[src/pwmem_pkg.sv]
// package: constants, register map and carrier types of the pwm edge/mux block
package pwmem_pkg;

  // ****************************************
  // sizes
  // ****************************************
  localparam int NCH_DEF = 4;
  localparam int TW_DEF  = 16;
  localparam int AW      = 8;
  localparam int DW      = 32;

  // ****************************************
  // register offsets (byte addresses)
  // ****************************************
  localparam logic [AW-1:0] REG_CTRL   = 8'h00;
  localparam logic [AW-1:0] REG_PERIOD = 8'h04;
  localparam logic [AW-1:0] REG_LO_UP  = 8'h08;
  localparam logic [AW-1:0] REG_LO_LO  = 8'h0C;
  localparam logic [AW-1:0] REG_HI_UP  = 8'h10;
  localparam logic [AW-1:0] REG_HI_LO  = 8'h14;
  localparam logic [AW-1:0] REG_CFG_B  = 8'h18;
  localparam logic [AW-1:0] REG_CFG_M  = 8'h1C;
  localparam logic [AW-1:0] REG_CFG_H  = 8'h20;
  localparam logic [AW-1:0] REG_EDGE   = 8'h24;
  localparam logic [AW-1:0] REG_BLANK  = 8'h28;
  localparam logic [AW-1:0] REG_VIN    = 8'h2C;
  localparam logic [AW-1:0] REG_VOUT   = 8'h30;
  localparam logic [AW-1:0] REG_STAT   = 8'h34;

  // ****************************************
  // field positions
  // ****************************************
  localparam int CTRL_AUTO  = 0;
  localparam int CTRL_MATCH = 1;
  localparam int CTRL_SR    = 2;
  localparam int STAT_IDE   = 16;
  localparam int BLANK_END  = 16;

  // ****************************************
  // reset values and timing counts
  // ****************************************
  localparam logic [15:0] PERIOD_RST = 16'h0190;
  localparam logic [15:0] LO_UP_RST  = 16'h0050;
  localparam logic [15:0] LO_LO_RST  = 16'h0040;
  localparam logic [15:0] HI_UP_RST  = 16'h0100;
  localparam logic [15:0] HI_LO_RST  = 16'h00E0;
  localparam logic [15:0] VOUT_RST   = 16'h0000;
  localparam int          RAMP_PER   = 16;
  localparam int          IDE_SHIFT  = 15;

  // ****************************************
  // codes
  // ****************************************
  localparam logic [3:0] CMB_PASS  = 4'h0;
  localparam logic [3:0] CMB_EDGE  = 4'h1;
  localparam logic [3:0] CMB_AUX   = 4'h2;
  localparam logic [3:0] CMB_CROSS = 4'h3;
  localparam logic [3:0] CMB_NXT_A = 4'h4;
  localparam logic [3:0] CMB_NXT_B = 4'h5;
  localparam logic [3:0] CMB_AUX1  = 4'h6;
  localparam logic [3:0] CMB_AUX2  = 4'h7;
  localparam logic [3:0] CMB_AUX3  = 4'h8;
  localparam int         EDGE_NEXT = 2;

  typedef enum logic [2:0] {
    MODE_BASE = 3'b001,
    MODE_MID  = 3'b010,
    MODE_HIGH = 3'b100
  } pwmem_mode_t;

  // combiner config set: bit 0 enable, sel_a [4:1], sel_b [8:5]
  typedef struct packed {
    logic [3:0] sel_b;
    logic [3:0] sel_a;
    logic       comb_en;
  } pwmem_cfg_t;

  // edge sources: a_rise [2:0] .. b_fall [11:9]
  typedef struct packed {
    logic [2:0] b_fall;
    logic [2:0] b_rise;
    logic [2:0] a_fall;
    logic [2:0] a_rise;
  } pwmem_edge_t;

  typedef struct packed {
    logic aux;
    logic b;
    logic a;
  } pwmem_wave_t;

  typedef struct packed {
    logic          wr;
    logic          rd;
    logic [AW-1:0] addr;
    logic [DW-1:0] wdata;
  } pwmem_req_t;

endpackage : pwmem_pkg

[src/pwmem_top.sv]
// four-channel pwm mode switch, edge builder, output combiner and sync rectifier
// How it works
// - with auto switching on, filter duty picks base, mid or high set
// - four thresholds in two upper/lower pairs give hysteresis
// - base to mid above low-upper, back below low-lower only
// - aux wave spans blank begin to blank end of each channel
// - edge builder uses own and next channel, three wraps to zero
// - each of four output edges picks one of eight sources
// - codes 0-3 own a/b rise/fall, 4-7 the same of next
// - combiner selects live in the three config sets
// - a combiner codes 0 to 8 as listed
// - b combiner codes 0 to 8 as listed
// - neighbour indices for the combiner wrap modulo four
// - combiner off: a and b come straight from normal generation
// - current trip during a conduction ends the a pulse at once
// - optionally the b pulse matches the truncated a width
// - rectifier held off until nominal, then ramped slowly on
// - diode emulation on-time from firmware vin, vout and filter duty
`timescale 1ns/100ps
`default_nettype none
module pwmem_top #(
  parameter int NCH = pwmem_pkg::NCH_DEF,
  parameter int TW  = pwmem_pkg::TW_DEF
) (
  input  wire logic                     ref_clk,
  input  wire logic                     nrst,
  input  wire logic [pwmem_pkg::AW-1:0] reg_addr,
  input  wire logic [pwmem_pkg::DW-1:0] reg_wdata,
  input  wire logic                     reg_wr,
  input  wire logic                     reg_rd,
  output logic [pwmem_pkg::DW-1:0]      reg_rdata,
  input  wire logic [NCH-1:0][TW-1:0]   filter_duty,
  input  wire logic [NCH-1:0]           cl_trip,
  input  wire logic                     out_nominal,
  output logic [NCH-1:0]                pwm_out_a,
  output logic [NCH-1:0]                pwm_out_b,
  output logic [NCH-1:0]                sr_drive
);
  import pwmem_pkg::*;

  // ****************************************
  // elaboration check
  // ****************************************
  if (NCH < 4 || TW < 8 || TW > 16) begin : g_chk
    $error("pwmem_top: NCH must be >= 4 and TW within 8..16");
  end

  pwmem_req_t    req;
  logic [2:0]    ctrl_ff;
  logic [TW-1:0] period_ff;
  logic [TW-1:0] lo_up_ff;
  logic [TW-1:0] lo_lo_ff;
  logic [TW-1:0] hi_up_ff;
  logic [TW-1:0] hi_lo_ff;
  pwmem_cfg_t    cfg_ff [3];
  pwmem_edge_t   edge_ff;
  logic [TW-1:0] bl_beg_ff;
  logic [TW-1:0] bl_end_ff;
  logic [TW-1:0] vin_ff;
  logic [TW-1:0] vout_ff;
  logic [DW-1:0] reg_rdata_ff;
  logic [DW-1:0] stat;

  assign req = '{wr: reg_wr, rd: reg_rd, addr: reg_addr, wdata: reg_wdata};

  // ****************************************
  // register writes
  // ****************************************
  always_ff @(posedge ref_clk or negedge nrst) begin
    if (!nrst) begin
      ctrl_ff   <= '0;
      period_ff <= TW'(PERIOD_RST);
      lo_up_ff  <= TW'(LO_UP_RST);
      lo_lo_ff  <= TW'(LO_LO_RST);
      hi_up_ff  <= TW'(HI_UP_RST);
      hi_lo_ff  <= TW'(HI_LO_RST);
      cfg_ff    <= '{default: '0};
      edge_ff   <= '0;
      bl_beg_ff <= '0;
      bl_end_ff <= '0;
      vin_ff    <= '0;
      vout_ff   <= TW'(VOUT_RST);
    end else if (req.wr) begin
      unique case (req.addr)
        REG_CTRL:   ctrl_ff   <= req.wdata[2:0];
        REG_PERIOD: period_ff <= req.wdata[TW-1:0];
        REG_LO_UP:  lo_up_ff  <= req.wdata[TW-1:0];
        REG_LO_LO:  lo_lo_ff  <= req.wdata[TW-1:0];
        REG_HI_UP:  hi_up_ff  <= req.wdata[TW-1:0];
        REG_HI_LO:  hi_lo_ff  <= req.wdata[TW-1:0];
        REG_CFG_B:  cfg_ff[0] <= req.wdata[8:0];
        REG_CFG_M:  cfg_ff[1] <= req.wdata[8:0];
        REG_CFG_H:  cfg_ff[2] <= req.wdata[8:0];
        REG_EDGE:   edge_ff   <= req.wdata[11:0];
        REG_BLANK: begin
          bl_beg_ff <= req.wdata[TW-1:0];
          bl_end_ff <= req.wdata[BLANK_END +: TW];
        end
        REG_VIN:    vin_ff    <= req.wdata[TW-1:0];
        REG_VOUT:   vout_ff   <= req.wdata[TW-1:0];
        default: ;
      endcase
    end
  end

  // ****************************************
  // register reads, data one cycle later
  // ****************************************
  always_ff @(posedge ref_clk or negedge nrst) begin
    if (!nrst) begin
      reg_rdata_ff <= '0;
    end else if (req.rd) begin
      unique case (req.addr)
        REG_CTRL:   reg_rdata_ff <= DW'(ctrl_ff);
        REG_PERIOD: reg_rdata_ff <= DW'(period_ff);
        REG_LO_UP:  reg_rdata_ff <= DW'(lo_up_ff);
        REG_LO_LO:  reg_rdata_ff <= DW'(lo_lo_ff);
        REG_HI_UP:  reg_rdata_ff <= DW'(hi_up_ff);
        REG_HI_LO:  reg_rdata_ff <= DW'(hi_lo_ff);
        REG_CFG_B:  reg_rdata_ff <= DW'(cfg_ff[0]);
        REG_CFG_M:  reg_rdata_ff <= DW'(cfg_ff[1]);
        REG_CFG_H:  reg_rdata_ff <= DW'(cfg_ff[2]);
        REG_EDGE:   reg_rdata_ff <= DW'(edge_ff);
        REG_BLANK:  reg_rdata_ff <= DW'({bl_end_ff, bl_beg_ff});
        REG_VIN:    reg_rdata_ff <= DW'(vin_ff);
        REG_VOUT:   reg_rdata_ff <= DW'(vout_ff);
        REG_STAT:   reg_rdata_ff <= stat;
        default:    reg_rdata_ff <= '0;
      endcase
    end else begin
      reg_rdata_ff <= '0;
    end
  end
  assign reg_rdata = reg_rdata_ff;

  // ****************************************
  // channels
  // ****************************************
  pwmem_wave_t   w       [NCH];
  pwmem_wave_t   prev_ff [NCH];
  logic          bnd     [NCH];
  logic [TW-1:0] cnt     [NCH];
  logic [3:0]    ev      [NCH];
  pwmem_mode_t   mode_ff [NCH];
  pwmem_mode_t   nxt_mode[NCH];
  pwmem_cfg_t    act_ff  [NCH];
  pwmem_edge_t   aedge_ff[NCH];
  logic [3:0]    pick    [NCH];
  logic [NCH-1:0] eb_a_ff;
  logic [NCH-1:0] eb_b_ff;
  logic [TW-1:0]  sr_lim;

  // edge event of one source code
  function automatic logic sel_ev(input logic [2:0] code,
                                  input logic [3:0] own,
                                  input logic [3:0] nxt);
    sel_ev = code[EDGE_NEXT] ? nxt[code[1:0]] : own[code[1:0]];
  endfunction : sel_ev

  for (genvar c = 0; c < NCH; c++) begin : g_ch
    localparam int N1 = (c + 1) % NCH;
    localparam int N2 = (c + 2) % NCH;
    localparam int N3 = (c + 3) % NCH;
    logic [8:0] src_a;
    logic [8:0] src_b;

    pwmem_chan #(.TW(TW)) u_chan (
      .ref_clk     (ref_clk),
      .nrst        (nrst),
      .period      (period_ff),
      .duty        (filter_duty[c]),
      .blank_begin (bl_beg_ff),
      .blank_end   (bl_end_ff),
      .match_en    (ctrl_ff[CTRL_MATCH]),
      .cl_trip     (cl_trip[c]),
      .wave        (w[c]),
      .bnd         (bnd[c]),
      .cnt         (cnt[c])
    );

    // hysteresis mode choice from filter duty
    always_comb begin
      nxt_mode[c] = mode_ff[c];
      if (!ctrl_ff[CTRL_AUTO]) begin
        nxt_mode[c] = MODE_BASE;
      end else begin
        unique case (mode_ff[c])
          MODE_BASE: if (filter_duty[c] > lo_up_ff) nxt_mode[c] = MODE_MID;
          MODE_MID: begin
            if (filter_duty[c] < lo_lo_ff) nxt_mode[c] = MODE_BASE;
            else if (filter_duty[c] > hi_up_ff) nxt_mode[c] = MODE_HIGH;
          end
          MODE_HIGH: if (filter_duty[c] < hi_lo_ff) nxt_mode[c] = MODE_MID;
          default: nxt_mode[c] = MODE_BASE;
        endcase
      end
    end

    // mode, active set and edge sources move only at period end
    always_ff @(posedge ref_clk or negedge nrst) begin
      if (!nrst) begin
        mode_ff[c]  <= MODE_BASE;
        act_ff[c]   <= '0;
        aedge_ff[c] <= '0;
      end else if (bnd[c]) begin
        mode_ff[c]  <= nxt_mode[c];
        aedge_ff[c] <= edge_ff;
        unique case (nxt_mode[c])
          MODE_MID:  act_ff[c] <= cfg_ff[1];
          MODE_HIGH: act_ff[c] <= cfg_ff[2];
          default:   act_ff[c] <= cfg_ff[0];
        endcase
      end
    end

    // edge events: a rise, a fall, b rise, b fall
    always_ff @(posedge ref_clk or negedge nrst) begin
      if (!nrst) begin
        prev_ff[c] <= '0;
      end else begin
        prev_ff[c] <= w[c];
      end
    end
    assign ev[c] = {prev_ff[c].b & ~w[c].b, w[c].b & ~prev_ff[c].b,
                    prev_ff[c].a & ~w[c].a, w[c].a & ~prev_ff[c].a};

    // edge builder sources from own and next channel
    assign pick[c] = {sel_ev(aedge_ff[c].b_fall, ev[c], ev[N1]),
                      sel_ev(aedge_ff[c].b_rise, ev[c], ev[N1]),
                      sel_ev(aedge_ff[c].a_fall, ev[c], ev[N1]),
                      sel_ev(aedge_ff[c].a_rise, ev[c], ev[N1])};

    // edge-built outputs, setting edge wins
    always_ff @(posedge ref_clk or negedge nrst) begin
      if (!nrst) begin
        eb_a_ff[c] <= 1'b0;
        eb_b_ff[c] <= 1'b0;
      end else begin
        eb_a_ff[c] <= pick[c][0] | (eb_a_ff[c] & ~pick[c][1]);
        eb_b_ff[c] <= pick[c][2] | (eb_b_ff[c] & ~pick[c][3]);
      end
    end

    // combiner candidates indexed by select code
    assign src_a = {w[N3].aux, w[N2].aux, w[N1].aux, w[N1].b, w[N1].a,
                    w[c].b, w[c].aux, eb_a_ff[c], w[c].a};
    assign src_b = {w[N3].aux, w[N2].aux, w[N1].aux, w[N1].b, w[N1].a,
                    w[c].a, w[c].aux, eb_b_ff[c], w[c].b};

    // registered outputs
    always_ff @(posedge ref_clk or negedge nrst) begin
      if (!nrst) begin
        pwm_out_a[c] <= 1'b0;
        pwm_out_b[c] <= 1'b0;
        sr_drive[c]  <= 1'b0;
      end else begin
        if (act_ff[c].comb_en && act_ff[c].sel_a <= CMB_AUX3) begin
          pwm_out_a[c] <= src_a[act_ff[c].sel_a];
        end else begin
          pwm_out_a[c] <= w[c].a;
        end
        if (act_ff[c].comb_en && act_ff[c].sel_b <= CMB_AUX3) begin
          pwm_out_b[c] <= src_b[act_ff[c].sel_b];
        end else begin
          pwm_out_b[c] <= w[c].b;
        end
        sr_drive[c] <= ctrl_ff[CTRL_SR] && out_nominal && (cnt[c] < sr_lim);
      end
    end
  end

  // ****************************************
  // sync rectifier ramp and diode emulation
  // ****************************************
  logic [TW-1:0]   ramp_ff;
  logic [7:0]      rdiv_ff;
  logic [TW-1:0]   ide_ff;
  logic [TW-1:0]   vdiff;
  logic [2*TW-1:0] prod;

  assign vdiff  = (vin_ff > vout_ff) ? vin_ff - vout_ff : '0;
  assign prod   = filter_duty[0] * vdiff;
  assign sr_lim = (ramp_ff < ide_ff) ? ramp_ff : ide_ff;

  // on-time from firmware voltages and filter duty
  always_ff @(posedge ref_clk or negedge nrst) begin
    if (!nrst) begin
      ide_ff <= '0;
    end else begin
      ide_ff <= TW'(prod >> IDE_SHIFT);
    end
  end

  // ramp one step every RAMP_PER periods once nominal
  always_ff @(posedge ref_clk or negedge nrst) begin
    if (!nrst) begin
      ramp_ff <= '0;
      rdiv_ff <= '0;
    end else if (!out_nominal || !ctrl_ff[CTRL_SR]) begin
      ramp_ff <= '0;
      rdiv_ff <= '0;
    end else if (bnd[0]) begin
      if (rdiv_ff == 8'(RAMP_PER - 1)) begin
        rdiv_ff <= '0;
        if (ramp_ff < period_ff) ramp_ff <= ramp_ff + TW'(1);
      end else begin
        rdiv_ff <= rdiv_ff + 8'h01;
      end
    end
  end

  // status word: two mode bits per channel, on-time above
  always_comb begin
    stat = '0;
    for (int i = 0; i < 4; i++) begin
      stat[2*i +: 2] = mode_ff[i][2] ? 2'h2 : (mode_ff[i][1] ? 2'h1 : 2'h0);
    end
    stat[STAT_IDE +: TW] = ide_ff;
  end
endmodule : pwmem_top
`default_nettype wire

[src/pwmem_chan.sv]
// one pwm channel: period counter, a/b/aux windows, truncation and matching
`timescale 1ns/100ps
`default_nettype none
module pwmem_chan #(
  parameter int TW = pwmem_pkg::TW_DEF
) (
  input  wire logic              ref_clk,
  input  wire logic              nrst,
  input  wire logic [TW-1:0]     period,
  input  wire logic [TW-1:0]     duty,
  input  wire logic [TW-1:0]     blank_begin,
  input  wire logic [TW-1:0]     blank_end,
  input  wire logic              match_en,
  input  wire logic              cl_trip,
  output pwmem_pkg::pwmem_wave_t wave,
  output logic                   bnd,
  output logic [TW-1:0]          cnt
);
  import pwmem_pkg::*;

  logic [TW-1:0] cnt_ff;
  logic [TW-1:0] duty_ff;
  logic [TW-1:0] twid_ff;
  logic          trunc_ff;
  logic          a_win;
  logic [TW-1:0] half;
  logic [TW-1:0] bw;

  // ****************************************
  // period counter
  // ****************************************
  assign bnd = (cnt_ff >= period - TW'(1));
  assign cnt = cnt_ff;

  // count up, wrap at period end
  always_ff @(posedge ref_clk or negedge nrst) begin
    if (!nrst) begin
      cnt_ff <= '0;
    end else begin
      cnt_ff <= bnd ? '0 : cnt_ff + TW'(1);
    end
  end

  // duty taken once per period only
  always_ff @(posedge ref_clk or negedge nrst) begin
    if (!nrst) begin
      duty_ff <= '0;
    end else if (bnd) begin
      duty_ff <= duty;
    end
  end

  // ****************************************
  // truncation of a
  // ****************************************
  assign a_win = (cnt_ff < duty_ff);

  // trip in conduction ends a and keeps its width
  always_ff @(posedge ref_clk or negedge nrst) begin
    if (!nrst) begin
      trunc_ff <= 1'b0;
      twid_ff  <= '0;
    end else if (bnd) begin
      trunc_ff <= 1'b0;
    end else if (cl_trip && a_win && !trunc_ff) begin
      trunc_ff <= 1'b1;
      twid_ff  <= cnt_ff;
    end
  end

  // ****************************************
  // waveforms
  // ****************************************
  assign half  = period >> 1;
  assign bw    = (match_en && trunc_ff) ? twid_ff : duty_ff;
  assign wave.a   = a_win && !trunc_ff && !cl_trip;
  assign wave.b   = (cnt_ff >= half) && ((cnt_ff - half) < bw);
  assign wave.aux = (cnt_ff >= blank_begin) && (cnt_ff < blank_end);

endmodule : pwmem_chan
`default_nettype wire

[config.mk]
export PLATFORM = sky130hd
export DESIGN_NAME = pwmem_top
export DESIGN_NICKNAME = d
export VERILOG_FILES = /design/src/pwmem_pkg.sv /design/src/pwmem_top.sv /design/src/pwmem_chan.sv
export SDC_FILE = /design/constraint.sdc
export NUM_CORES = 2
export LEC_CHECK = 0
export BUFFER_PORTS_ARGS = -buffer_cell sky130_fd_sc_hd__buf_2
export CAP_MARGIN = 20
export CORE_UTILIZATION = 45
export DETAILED_ROUTE_END_ITERATION = 16
export SLEW_MARGIN = 5
export SYNTH_ARGS = -nofsm -noshare
export SYNTH_HDL_FRONTEND = slang
export SYNTH_SLANG_ARGS = --single-unit
[constraint.sdc]
create_clock -name ref_clk -period 10.8 [get_ports ref_clk]
set_clock_uncertainty 0.2 [all_clocks]
set_input_delay 2.7 -clock ref_clk [delete_from_list [all_inputs] [get_ports ref_clk]]
set_output_delay 2.7 -clock ref_clk [all_outputs]
set_load 0.1 [all_outputs]
==> impl_metrics.yaml <==
synth:
  synthFlopType: "dfrtp_1"
  netlist_area_um2: 52200
  synth_edf_count: 0
  ys_warn_count: 0
  synth.distinct_cells: 92
  synthCells: 5525
  ys_async_sr_fraction_pct: 100
  synthesis.nets: 6661
  ys_seq_area_share_pct: 27.7
  synth.ff_latch_count: 578
  avgSynthCellArea_um2: 9.45
grt:
  grt_start_max_net_pins: 150
  overflow: 0
  grt_antenna_before_repair: 12
  grt_util_all_layers_pct: 32.9
  grt_pass1_vias: 43200
  grt_pass1_wl_um: 286000
final_layout:
  layout-drive-gt1-share_pct: 12.1
  nNetsFinal: 6819
  n_fill_cell: 10700
  syn_to_final_growth_pct: 10.3
  finalInstanceArea_um2: 57600
clocking:
  cts_sinks: 578
  clk_path_buf_depth: 3
  cts_root_buf: "clkbuf_16"
  cts_made_buffers: 71
  cts_setup_buffers: 0
  cts_hold_buf: 0
  post_cts_resized: 0
  cts_tree: "built"
  clkTransAtPathRegs_ns: 0.06
  insertion_delay_ns: 0.70
  cts_htree_levels: 3
detailed_routing:
  wl_met1_um: 80500
  drtPass1Iterations: 14
  wirelength_um: 194000
  met3RoutedLength_um: 16100
  first_iter_violations: 4144
  vias_per_cell: 6.17
  drc: 10
  ant_nets: 0
  wl_met2_um: 85300
  routed.top_layer: "met5"
  wl_per_cell_um: 26.7
  num_vias: 44800
power_and_ir_drop:
  max-vdd-ir-drop_mv: 0.180
  combPwrFrac_pct: 46.1
  p_int_mw: 5.52
  clkPwrFrac_pct: 27.7
  switching_power_mw: 3.80
  sw_frac_of_total_pct: 40.8
  leakage_nw: 28.6
  total_power_mw: 9.32
  pwr-share-seq_pct: 26.2
  p_per_area_nw_per_um2: 162
sta:
  fin_crit_ns: 9.25
  layout_setup_ws_ns: 1.55
  report.final.hold_viol_count: 0
  maxSlewHeadroom_pct: 24.4
  fmax_ghz: 0.108
  setup_violations: 0
  rsz0062_at_grt: "no"
  hold_slack_ns: 0.281
  final.setup.tns_ns: 0
  finalMaxSlewViolations: 0
  tightest_slew_ns: 1.13
  finalCritPeriodShare_pct: 85.7
status:
  outcome: "finished with violations"
  violations: "DRC"
floorplanning:
  start_util_pct: 45.5
  die_area_um2: 117000
  coreArea_um2: 115000
  io_pins: 157
  die_h_um: 343
  row_count: 124
  dieWidth_um: 343
place:
  io_buffers: 156
  post-place-ws_ns: 1.26
  hpwl_um: 144000
  place.gp.congestion: 0.987
  place_area_um2: 55000
worst_hold_path:
  hp-class: "flip-flop to flip-flop"
critical_path:
  critPathLaunchType: "flip-flop"
  slowest_stage: "fa_1"
  crit_top_cell: "fa_1"
  critical_path_arrival_ns: 9.65
  cp_slowest_stage_delay_ns: 0.57
  crit_family: "adder cells"
  timing.critical_path.fanout_max: 15
  setup.worst_path.end_class: "flip-flop"
  critPathBufInv: 4
  crit_type: "flip-flop to flip-flop"
  required_ns: 11.20
job:
  maxCapViolations: 0
==> placed cells by master, fill, tap and decap left out, drive strengths merged, types with 15 or more instances in the layout <==
| cell | instances |
|---|---|
| ha | 826 |
| nand2 | 579 |
| dfrtp | 564 |
| inv | 515 |
| nor2 | 318 |
| a21oi | 280 |
| o21ai | 270 |
| mux2 | 260 |
| buf | 237 |
| fa | 197 |
| a21o | 136 |
| and2 | 126 |
| nand4 | 100 |
| nand3 | 94 |
| clkbuf | 94 |
| xnor2 | 85 |
| nor3 | 74 |
| mux2i | 74 |
| xor2 | 71 |
| a22oi | 70 |
| nor2b | 67 |
| o21a | 55 |
| and3 | 45 |
| nand2b | 45 |
| a31oi | 44 |
| a211oi | 39 |
| o211ai | 36 |
| a2111oi | 29 |
| a221oi | 28 |
| a211o | 26 |
| mux4 | 26 |
| a22o | 23 |
| or3 | 22 |
| o2111ai | 20 |
| clkinv | 20 |
| or2 | 19 |
| and4 | 15 |
| nor4 | 15 |
==> sequential cells by signal, indices dropped and copies added (netlist names), 8 cells and up <==
name                 count
reg_rdata               32
vin_ff                  16
aedge_ff                48
ramp_ff                 16
g_ch.u_chan.duty_ff     64
lo_lo_ff                16
g_ch.u_chan.cnt         64
prev_ff                  8
rdiv_ff                  8
lo_up_ff                16
act_ff                  36
vout_ff                 16
ide_ff                  16
bl_end_ff               16
mode_ff                 12
hi_lo_ff                16
period_ff               16
hi_up_ff                16
g_ch.u_chan.twid_ff     64
bl_beg_ff               16
edge_ff                 12
cfg_ff                  27
==> synth_stat cells, types with 70 or more instances <==
| cell type | instances | area [um2] |
|---|---|---|
| a21o_1 | 136 | 1020 |
| a21oi_1 | 280 | 1400 |
| a22oi_1 | 70 | 526 |
| and2_1 | 125 | 782 |
| clkbuf_1 | 130 | 488 |
| dfrtp_1 | 564 | 14100 |
| fa_1 | 197 | 3940 |
| ha_1 | 826 | 10300 |
| inv_1 | 510 | 1910 |
| mux2_2 | 260 | 2930 |
| mux2i_1 | 74 | 741 |
| nand2_1 | 577 | 2170 |
| nand3_1 | 94 | 470 |
| nand4_1 | 100 | 626 |
| nor2_1 | 318 | 1190 |
| nor3_1 | 74 | 370 |
| o21ai_0 | 262 | 1310 |
| xnor2_1 | 85 | 744 |
| xor2_1 | 71 | 622 |
==> stage by stage <==
stage,cells,util (%)
after floorplan,5525,-
after global placement,7122,48.0
after detailed placement,7122,48.0
after CTS,7253,50.2
after global routing,7261,50.2
final,7264,50.2
==> logic make-up after synthesis <==
logic type | count (synthesis) | synth area share, %
muxes | 360 | 8.18
buffers and inverters | 663 | 4.80
DFF | 578 | 27.7
adders and majority gates | 1023 | 27.4
xor gates and xnor gates | 156 | 2.62
AOI/OAI and AO/OA | 1205 | 15.4
and+or+nand+nor | 1540 | 13.9
==> power by group through the flow <==
stage                     Clock, mW  Sequential, mW  Combinational, mW
final                          2.58            2.44               4.30
after global routing           2.70            2.45               4.90
after CTS                      2.61            2.43               4.33
after detailed placement          0            2.47               4.29
after global placement            0            2.47               4.24
after floorplan                   0            2.44               3.03
==> worst min-delay path, cell delays in order (launching register included) <==
cell     delay [ns]
dfrtp_1        0.35
nand2_1        0.05
nand2_1        0.05
==> layer usage <==
metal  GRT usage (%)  vias to the layer above
met5               0                        -
met4            19.0                        4
met3            6.08                      515
met2            50.2                     2002
met1            43.7                    22200
li1                -                    20100
==> final timing paths <==
| check | startpoint | to | slack (ns) | depth (start not counted) |
|---|---|---|---|---|
| setup / recovery | vout_ff[0]$_DFFE_PN0P_ | ide_ff[15]$_DFF_PN0_ | 1.55 | 32 |
| hold / removal | aedge_ff[47]$_DFFE_PN0N_ | aedge_ff[47]$_DFFE_PN0N_ | 0.28 | 2 |
| setup reg to reg | vout_ff[0]$_DFFE_PN0P_ | ide_ff[15]$_DFF_PN0_ | 1.55 | 32 |
| hold reg to reg | aedge_ff[47]$_DFFE_PN0N_ | aedge_ff[47]$_DFFE_PN0N_ | 0.28 | 2 |
| max in group asynchronous | nrst | hi_up_ff[5]$_DFFE_PN0P_ | 7.02 | 2 |
| min in group asynchronous | nrst | ide_ff[5]$_DFF_PN0_ | 1.88 | 1 |
==> area by class of cell <==
class | instances | area (um2) | area share [%]
Antenna cell | 11 | 27.5 | 0.0478
Clock buffer | 94 | 1980 | 3.44
Clock inverter | 37 | 564 | 0.980
Inverter | 511 | 1920 | 3.33
Multi-Input combinational cell | 4284 | 35300 | 61.3
Sequential cell | 578 | 14500 | 25.1
Tap cell | 1512 | 1890 | 3.29
Timing Repair Buffer | 237 | 1440 | 2.49
Power figures use the tool's default switching activity.
